**src/rtl/pdc_cfg.svh**
```systemverilog
// Register offsets, field positions, reset values and timing for power-down
`ifndef PDC_CFG_SVH
`define PDC_CFG_SVH

// Register byte addresses
`define PDC_ADDR_CTRL 8'h00
`define PDC_ADDR_STAT 8'h04

// Control register fields
`define PDC_CTRL_SBY_BIT 7
`define PDC_CTRL_MSTP_LSB 0
`define PDC_CTRL_MSTP_W 5
`define PDC_CTRL_RESET 8'h00

// Status register fields
`define PDC_STAT_STATE_LSB 0
`define PDC_STAT_MANUAL_BIT 2
`define PDC_STAT_OSC_BIT 3
`define PDC_STAT_PEND_RST_BIT 4
`define PDC_STAT_PEND_NMI_BIT 5

// Module-stop bit positions
`define PDC_MSTP_MULTIPLIER_UNIT 4
`define PDC_MSTP_DIVIDER_UNIT 3
`define PDC_MSTP_TIMER 2
`define PDC_MSTP_SERIAL 1
`define PDC_MSTP_DMA 0

// Modules whose registers are initialized by module standby
`define PDC_REG_INIT_MASK 5'h06

// Oscillator stabilization, microseconds, and clock rate in MHz
`define PDC_OSC_STAB_US 1000
`define PDC_CLK_MHZ 40
`define PDC_OSC_STAB_CYCLES (`PDC_OSC_STAB_US * `PDC_CLK_MHZ)

`endif

```
**src/rtl/pdc_pkg.sv**
```systemverilog
// Types shared by the power-down controller modules
package pdc_pkg;

    typedef enum logic [1:0] {
        PDC_RUN = 2'b00,
        PDC_SLEEP = 2'b01,
        PDC_STANDBY = 2'b10,
        PDC_OSC_WAIT = 2'b11
    } pdc_state_e;

    typedef struct packed {
        pdc_state_e state;
        logic standby_select;
        logic [4:0] mstp;
        logic [31:0] rdata;
        logic cpu_halt;
        logic osc_en;
        logic io_standby;
        logic periph_init;
        logic exc_reset;
        logic exc_wake;
        logic exc_nmi;
        logic manual_rst;
        logic bus_pin_init;
        logic rst_prev;
        logic pend_reset;
        logic pend_manual;
        logic pend_nmi;
        logic osc_start;
    } pdc_top_s;

    typedef struct packed {
        logic [31:0] cnt;
        logic busy;
        logic done;
    } pdc_osc_s;

    typedef struct packed {
        logic clk_en;
        logic stop_prev;
        logic pin_reset;
        logic reg_init;
        logic me_clear;
    } pdc_gate_s;

endpackage

```
**src/rtl/pdc_osc_timer.sv**
```systemverilog
// Oscillator stabilization wait counter
`timescale 1ns/1ps
module pdc_osc_timer #(
    parameter int unsigned STAB_CYCLES = 40000
) (
    input wire logic mclk,
    input wire logic rstn,
    input wire logic start,
    output logic busy,
    output logic done
);
    pdc_pkg::pdc_osc_s st_reg;
    pdc_pkg::pdc_osc_s st_next;

    always_comb begin
        st_next = st_reg;
        st_next.done = 1'b0;
        if (start) begin
            st_next.busy = 1'b1;
            st_next.cnt = 32'h0000_0000;
        end else if (st_reg.busy) begin
            // Done fires once the full count has elapsed, never early
            if (st_reg.cnt >= STAB_CYCLES - 1) begin
                st_next.busy = 1'b0;
                st_next.done = 1'b1;
            end else begin
                st_next.cnt = st_reg.cnt + 32'h0000_0001;
            end
        end
    end

    always_ff @(posedge mclk) begin
        if (!rstn) begin
            st_reg <= '0;
        end else begin
            st_reg <= st_next;
        end
    end

    assign busy = st_reg.busy;
    assign done = st_reg.done;
endmodule

```
**src/rtl/pdc_clk_gate.sv**
```systemverilog
// Per-peripheral clock enable with module standby initialization
`timescale 1ns/1ps
module pdc_clk_gate #(
    parameter bit INIT_REGS = 1'b1,
    parameter bit CLEAR_ME = 1'b0
) (
    input wire logic mclk,
    input wire logic rstn,
    input wire logic stop,
    input wire logic force_init,
    output logic clk_en,
    output logic pin_reset,
    output logic reg_init,
    output logic me_clear
);
    pdc_pkg::pdc_gate_s st_reg;
    pdc_pkg::pdc_gate_s st_next;
    logic enter;

    always_comb begin
        st_next = st_reg;
        enter = (stop && !st_reg.stop_prev) || force_init;
        st_next.stop_prev = stop;
        st_next.clk_en = !stop;
        st_next.pin_reset = enter;
        st_next.reg_init = enter && INIT_REGS;
        st_next.me_clear = enter && CLEAR_ME;
    end

    always_ff @(posedge mclk) begin
        if (!rstn) begin
            st_reg <= '{clk_en: 1'b1, default: 1'b0};
        end else begin
            st_reg <= st_next;
        end
    end

    assign clk_en = st_reg.clk_en;
    assign pin_reset = st_reg.pin_reset;
    assign reg_init = st_reg.reg_init;
    assign me_clear = st_reg.me_clear;
endmodule

```
**src/rtl/pdc_top.sv**
```systemverilog
// Power-down controller: sleep, software standby and module standby
//
// Our own choices: strobed register access and the address map.
`timescale 1ns/1ps
`include "pdc_cfg.svh"

// Notes on behaviour
// - Sleep with select 0 halts CPU only
// - Sleep ends on reset, interrupt, DMA error
// - Sleep with select 1 enters standby
// - Standby stops CPU, peripherals, oscillator
// - Standby keeps CPU registers and cache
// - Only reset or NMI ends standby
// - NMI wakes after oscillator stabilization wait
// - Reset in standby waits for stabilization
// - NMI high means power-on, low manual
// - Standby halts, initializes peripherals; pins held
// - Five stop bits gate peripheral clocks
// - Module standby resets pins; registers of serial, timer only
// - DMA standby clears DMA master enable
// - Writing stop bit 0 restores clock
// - Stopped modules keep interrupt vectors
module pdc_top #(
    parameter int unsigned OSC_STAB_CYCLES = `PDC_OSC_STAB_CYCLES
) (
    input wire logic mclk,
    input wire logic rstn,
    input wire logic [7:0] reg_addr,
    input wire logic [31:0] reg_wdata,
    input wire logic reg_wr,
    input wire logic reg_rd,
    output logic [31:0] reg_rdata,
    input wire logic sleep_exec,
    input wire logic irq_any,
    input wire logic dma_addr_err,
    input wire logic nmi_pin,
    input wire logic reset_pin_n,
    output logic cpu_halt,
    output logic cpu_state_hold,
    output logic osc_en,
    output logic io_standby,
    output logic periph_init,
    output logic exc_reset,
    output logic exc_wake,
    output logic exc_nmi,
    output logic manual_rst,
    output logic bus_pin_init,
    output logic [4:0] periph_clk_en,
    output logic [4:0] periph_pin_reset,
    output logic [4:0] periph_reg_init,
    output logic [4:0] vector_keep,
    output logic dma_me_clear
);
    localparam logic [4:0] REG_INIT_MASK = `PDC_REG_INIT_MASK;

    pdc_pkg::pdc_top_s st_reg;
    pdc_pkg::pdc_top_s st_next;

    logic osc_busy;
    logic osc_done;
    logic reset_edge;
    logic standby_entry;
    logic [4:0] gate_stop;
    logic [4:0] gate_me;

    pdc_osc_timer #(
        .STAB_CYCLES(OSC_STAB_CYCLES)
    ) u_osc (
        .mclk(mclk),
        .rstn(rstn),
        .start(st_reg.osc_start),
        .busy(osc_busy),
        .done(osc_done)
    );

    // Standby stops every peripheral clock regardless of its stop bit
    always_comb begin
        for (int i = 0; i < 5; i++) begin
            gate_stop[i] = st_reg.mstp[i] ||
                (st_reg.state != pdc_pkg::PDC_RUN &&
                 st_reg.state != pdc_pkg::PDC_SLEEP);
        end
    end

    assign standby_entry = st_reg.periph_init;

    genvar g;
    generate
        for (g = 0; g < 5; g++) begin : gen_gate
            pdc_clk_gate #(
                .INIT_REGS(REG_INIT_MASK[g]),
                .CLEAR_ME(g == `PDC_MSTP_DMA)
            ) u_gate (
                .mclk(mclk),
                .rstn(rstn),
                .stop(gate_stop[g]),
                .force_init(standby_entry),
                .clk_en(periph_clk_en[g]),
                .pin_reset(periph_pin_reset[g]),
                .reg_init(periph_reg_init[g]),
                .me_clear(gate_me[g])
            );
        end
    endgenerate

    // Only the DMA slot carries a master enable clear
    assign dma_me_clear = gate_me[`PDC_MSTP_DMA];

    // Reset pin taken on its falling edge so a held pin acts once
    assign reset_edge = st_reg.rst_prev && !reset_pin_n;

    always_comb begin
        st_next = st_reg;
        st_next.rst_prev = reset_pin_n;
        st_next.exc_reset = 1'b0;
        st_next.exc_wake = 1'b0;
        st_next.exc_nmi = 1'b0;
        st_next.bus_pin_init = 1'b0;
        st_next.periph_init = 1'b0;
        st_next.osc_start = 1'b0;
        st_next.rdata = 32'h0000_0000;

        // Register writes; a reset below overrides them
        if (reg_wr && reg_addr == `PDC_ADDR_CTRL) begin
            st_next.standby_select = reg_wdata[`PDC_CTRL_SBY_BIT];
            st_next.mstp = reg_wdata[`PDC_CTRL_MSTP_LSB +:
                `PDC_CTRL_MSTP_W];
        end

        // Read data stands one cycle after the strobe
        if (reg_rd) begin
            case (reg_addr)
                `PDC_ADDR_CTRL: begin
                    st_next.rdata[`PDC_CTRL_SBY_BIT] = st_reg.standby_select;
                    st_next.rdata[`PDC_CTRL_MSTP_LSB +:
                        `PDC_CTRL_MSTP_W] = st_reg.mstp;
                end
                `PDC_ADDR_STAT: begin
                    st_next.rdata[`PDC_STAT_STATE_LSB +: 2] = st_reg.state;
                    st_next.rdata[`PDC_STAT_MANUAL_BIT] = st_reg.manual_rst;
                    st_next.rdata[`PDC_STAT_OSC_BIT] = st_reg.osc_en;
                    st_next.rdata[`PDC_STAT_PEND_RST_BIT] =
                        st_reg.pend_reset;
                    st_next.rdata[`PDC_STAT_PEND_NMI_BIT] = st_reg.pend_nmi;
                end
                default: begin
                    st_next.rdata = 32'h0000_0000;
                end
            endcase
        end

        case (st_reg.state)
            pdc_pkg::PDC_RUN: begin
                st_next.cpu_halt = 1'b0;
                if (reset_edge) begin
                    st_next.exc_reset = 1'b1;
                end else if (sleep_exec) begin
                    // Old select value, not a write in this cycle
                    if (st_reg.standby_select) begin
                        st_next.state = pdc_pkg::PDC_STANDBY;
                        st_next.cpu_halt = 1'b1;
                        st_next.osc_en = 1'b0;
                        st_next.io_standby = 1'b1;
                        st_next.periph_init = 1'b1;
                    end else begin
                        // Peripheral clocks keep running
                        st_next.state = pdc_pkg::PDC_SLEEP;
                        st_next.cpu_halt = 1'b1;
                    end
                end
            end
            pdc_pkg::PDC_SLEEP: begin
                if (reset_edge) begin
                    st_next.state = pdc_pkg::PDC_RUN;
                    st_next.cpu_halt = 1'b0;
                    st_next.exc_reset = 1'b1;
                end else if (irq_any || dma_addr_err || nmi_pin) begin
                    st_next.state = pdc_pkg::PDC_RUN;
                    st_next.cpu_halt = 1'b0;
                    st_next.exc_wake = 1'b1;
                    st_next.exc_nmi = nmi_pin;
                end
            end
            pdc_pkg::PDC_STANDBY: begin
                // Maskable interrupts and DMA errors are ignored here
                if (reset_edge || nmi_pin) begin
                    st_next.state = pdc_pkg::PDC_OSC_WAIT;
                    st_next.osc_en = 1'b1;
                    st_next.osc_start = 1'b1;
                    st_next.pend_reset = reset_edge;
                    st_next.pend_nmi = !reset_edge;
                end
            end
            pdc_pkg::PDC_OSC_WAIT: begin
                if (reset_edge) begin
                    st_next.pend_reset = 1'b1;
                    st_next.pend_nmi = 1'b0;
                end
                if (osc_done) begin
                    st_next.state = pdc_pkg::PDC_RUN;
                    st_next.cpu_halt = 1'b0;
                    st_next.io_standby = 1'b0;
                    st_next.pend_reset = 1'b0;
                    st_next.pend_nmi = 1'b0;
                    if (st_reg.pend_reset || reset_edge) begin
                        st_next.exc_reset = 1'b1;
                        st_next.manual_rst = st_reg.pend_manual;
                        st_next.bus_pin_init = !st_reg.pend_manual;
                    end else begin
                        st_next.exc_wake = 1'b1;
                        st_next.exc_nmi = 1'b1;
                    end
                end
            end
            default: begin
                st_next.state = pdc_pkg::PDC_RUN;
            end
        endcase

        // Register clear and pend_manual act in every state; manual_rst and bus_pin_init only from run or sleep
        if (reset_edge) begin
            st_next.standby_select = 1'b0;
            st_next.mstp = 5'h00;
            st_next.pend_manual = !nmi_pin;
            if (st_reg.state == pdc_pkg::PDC_RUN ||
                st_reg.state == pdc_pkg::PDC_SLEEP) begin
                st_next.manual_rst = !nmi_pin;
                st_next.bus_pin_init = nmi_pin;
            end
        end
    end

    always_ff @(posedge mclk) begin
        if (!rstn) begin
            st_reg <= '{state: pdc_pkg::PDC_RUN, osc_en: 1'b1,
                rst_prev: 1'b1, default: '0};
        end else begin
            st_reg <= st_next;
        end
    end

    assign reg_rdata = st_reg.rdata;
    assign cpu_halt = st_reg.cpu_halt;
    // Register and cache contents held whenever the CPU is halted
    assign cpu_state_hold = st_reg.cpu_halt;
    assign osc_en = st_reg.osc_en;
    assign io_standby = st_reg.io_standby;
    assign periph_init = st_reg.periph_init;
    assign exc_reset = st_reg.exc_reset;
    assign exc_wake = st_reg.exc_wake;
    assign exc_nmi = st_reg.exc_nmi;
    assign manual_rst = st_reg.manual_rst;
    assign bus_pin_init = st_reg.bus_pin_init;
    // Vector settings survive module standby; never part of reg init
    assign vector_keep = st_reg.mstp;
endmodule

```
**config.mk**
```make
export PLATFORM = sky130hd
export DESIGN_NAME = pdc_top
export DESIGN_NICKNAME = d
export VERILOG_FILES = /design/src/rtl/pdc_pkg.sv /design/src/rtl/pdc_osc_timer.sv /design/src/rtl/pdc_clk_gate.sv /design/src/rtl/pdc_top.sv
export VERILOG_INCLUDE_DIRS = /design/src /design/src/rtl
export SDC_FILE = /design/constraint.sdc
export NUM_CORES = 1
export LEC_CHECK = 0
export BUFFER_PORTS_ARGS = -buffer_cell sky130_fd_sc_hd__buf_2
export CORE_ASPECT_RATIO = 1.1
export CORE_UTILIZATION = 45
export DETAILED_ROUTE_END_ITERATION = 7
export PLACE_DENSITY = 0.75
export SYNTH_ARGS = -nofsm -noshare
export SYNTH_HDL_FRONTEND = slang
export SYNTH_SLANG_ARGS = --single-unit
```
**constraint.sdc**
```tcl
create_clock -name mclk -period 2.76 [get_ports mclk]
set_input_delay 0.276 -clock mclk [delete_from_list [all_inputs] [get_ports mclk]]
set_output_delay 0.276 -clock mclk [all_outputs]
set_load 0.02 [all_outputs]
```
==> metrics <==
hold path endpoint vector_keep[3]$_SDFFE_PP0P_; final antenna-violating net count 0; die outline width 83.0 um; CP most frequent cell or4_1; Reg2Reg Depth 5; Leakage Power 1.56 nW; Worst Setup Path Type flip-flop to flip-flop; drt wl/cell 12.2 um; I/O pins 112; Async S/R FF share, synth 0; starting density of the core 0.463; Peak VDD IR 0.323 mV; cts repair resizes 0; Synth Area in Adders 0.00385; Vert. Die Dim 91.1 um; max reg flops 32; CTS Buf Count 9; Avg Inst Size Synth 8.75 sq um; Power Total 2.21 mW; max-cap violation count 0; grt ovf 0; WP data arrival 2.57 ns; hold path start reg_wdata[3]; drt total wl 6.00 mm; Post-Synth Simple-Gate Area 0.224; critical path, cell by cell or4_1 > a31o_1 > a211o_2 > or4_1 > a21oi_1; Hold Path Class input port to flip-flop; RSZ-0062 raised after global routing no; CP max stage delay 0.53 ns; post-route setup TNS 0 ns; Final Cycle Share 0.829; post-synthesis sequential area ratio 0.481; die area 7560 sq um; reg2reg setup slack 0.47 ns; CTS max path bufs 2; Core ar. 7010 sq um; Final Core Density 0.504; fin area 3530 sq um; ys flop type dfxtp_1; Max Freq 0.437 GHz; Post-CTS Setup Inserts 0; Clock Tree Root clkbuf_8; htree depth 3; Residual DRC 0; CP Max Fanout 23; Layout fillers 656; Clock transition at path regs 0.09 ns; initial antenna violation count 0; Final min period 2.29 ns; worst skew pair latency 0.35 ns; Hold-fix buffers, CTS 0; Synth Area in Compound Gates 0.128; row cnt 32; Hold Vio Cnt, Final 0; largest family of logic cells by synthesized area simple AND/OR/NAND/NOR gates; Crit Reg-Reg Endpoint u_osc.st_reg[9]$_SDFFE_PP0P_; via count 2,506; Slowest-stage cell, CP or4_1; hold path depth 3; post-synthesis mux area share 0.00308; final setup violation count 0; Final HPWL DP 4.13 mm; YS warnings 0; Syn Inst Count 371; routed vias/inst 5.08; vias in the first global route 2,258; Distinct cells, synth 46; antenna cells 0; first-pass GRT wire length 10.3 mm; Final Hold Slack 0.165 ns; Final Max Slew Viols 0; CP Data Required Time 3.04 ns; EDFF count, synth 0; largest net degree at the start of global routing 32; power per cell area 625 nW/um^2; Syn Std Cell Area 3250 sq um; Crit. End Element flip-flop; TritonCTS clock tree yes; Area Overhead vs Synth 8.86%; clock skew 0.0112 ns; Post-Synth XOR/XNOR Area 0.00539; 1st-pass router iterations 4; Least-Margin Pin Slew 0.712 ns; initial DRC count 117; CP Launch Type flip-flop; share of layout cells above drive strength 1 0.196; slew margin rel. 0.522; Critical R2R Launch u_osc.st_reg[8]$_SDFFE_PP0P_; total clock sinks 78; routability cong. 0.852; Port Buffer Count 57; GRT Overall Usage 0.170; #FFs+latches synth 78; nets 453; placed cell area 3310 sq um; status complete, no violations
-- synth_stat cells (2+ instances only) --
| master | number | area share |
|---|---|---|
| nand3b_1 | 2 | 0.0046 |
| nand3_1 | 16 | 0.025 |
| o31ai_1 | 2 | 0.0046 |
| o21ai_0 | 24 | 0.037 |
| nand4_1 | 2 | 0.0039 |
| inv_1 | 12 | 0.014 |
| a31oi_1 | 3 | 0.0058 |
| and2_1 | 4 | 0.0077 |
| clkbuf_1 | 12 | 0.014 |
| buf_4 | 53 | 0.12 |
| a22oi_1 | 6 | 0.014 |
| nor2_1 | 22 | 0.025 |
| or3_1 | 13 | 0.025 |
| nor4_1 | 5 | 0.0096 |
| dfxtp_1 | 78 | 0.48 |
| and3_1 | 16 | 0.031 |
| nand2_1 | 36 | 0.042 |
| or4_1 | 6 | 0.014 |
| nand2b_1 | 3 | 0.0058 |
| nor3_1 | 5 | 0.0077 |
| nor2b_1 | 4 | 0.0077 |
| a21oi_1 | 22 | 0.034 |
| o211ai_1 | 2 | 0.0046 |
-- where the power goes --
group / leakage, nW / switching [mW] / internal (mW)
registers: 0.630 / 0.00542 / 1.13
clock network: 0.117 / 0.447 / 0.524
logic: 0.812 / 0.0776 / 0.0256
-- worst max-delay path by stage --
| stage | end | start | slack (ns) | cells past startpoint |
|---|---|---|---|---|
| finish | u_osc.st_reg[9]$_SDFFE_PP0P_ | u_osc.st_reg[8]$_SDFFE_PP0P_ | 0.47 | 5 |
| global route | u_osc.st_reg[10]$_SDFFE_PP0P_ | u_osc.st_reg[8]$_SDFFE_PP0P_ | 0.35 | 5 |
| CTS | u_osc.st_reg[9]$_SDFFE_PP0P_ | u_osc.st_reg[8]$_SDFFE_PP0P_ | 0.47 | 5 |
| detailed placement | u_osc.st_reg[9]$_SDFFE_PP0P_ | u_osc.st_reg[8]$_SDFFE_PP0P_ | 0.49 | 5 |
| global placement | u_osc.st_reg[9]$_SDFFE_PP0P_ | u_osc.st_reg[8]$_SDFFE_PP0P_ | 0.54 | 5 |
| floorplan | u_osc.st_reg[16]$_SDFFE_PP0P_ | u_osc.st_reg[8]$_SDFFE_PP0P_ | 0.73 | 7 |
-- cell families (layout without fill, tap and decap cells) --
family / Yosys count / count (layout)
buffers and inverters: 78 / 88
AND/OR/NAND/NOR: 140 / 140
flip-flops: 78 / 78
XOR/XNOR: 2 / 2
other: 1 / 28
adder cells (fa/ha/maj): 1 / 1
multiplexers: 1 / 1
AO/OA/AOI/OAI: 70 / 70
-- cell type report --
type,instances,area [sq um],share of cell area
clock buffers,9,124,0.0350
clock inverters,7,103,0.0290
inverters,12,45.0,0.0127
multi-input cells,242,1290,0.364
flip-flops and latches,78,1560,0.442
well taps,85,106,0.0301
repair buffers,60,308,0.0871
-- critical path: cells and delay by family (launching register included) --
family          cells  cell delay [ns]
compound gates      3             0.81
flops               1             0.37
simple gates        2             1.04
-- routing by layer --
metal,wire [um],global-route usage
met1,2770,0.215
met2,2780,0.266
met3,295,0.0436
met4,160,0.0876
met5,0,0
-- per-stage QoR --
stage,cells,setup WS [ns]
after detailed placement,477,0.493
after floorplan,398,0.729
after CTS,493,0.467
after global placement,477,0.538
after global routing,493,0.348
final,493,0.471
-- placed cells by master, fill, tap and decap left out, types with 4 or more instances in the layout --
cell type,count
a21oi_1,22
a22oi_1,6
and2_1,4
and3_1,16
buf_2,57
clkbuf_8,9
conb_1,28
dfxtp_1,78
inv_1,12
nand2_1,36
nand3_1,16
nor2_1,22
nor2b_1,4
nor3_1,5
nor4_1,5
o21ai_0,24
or3_1,13
or4_1,6
No activity file was read; power rests on OpenSTA's default activity.
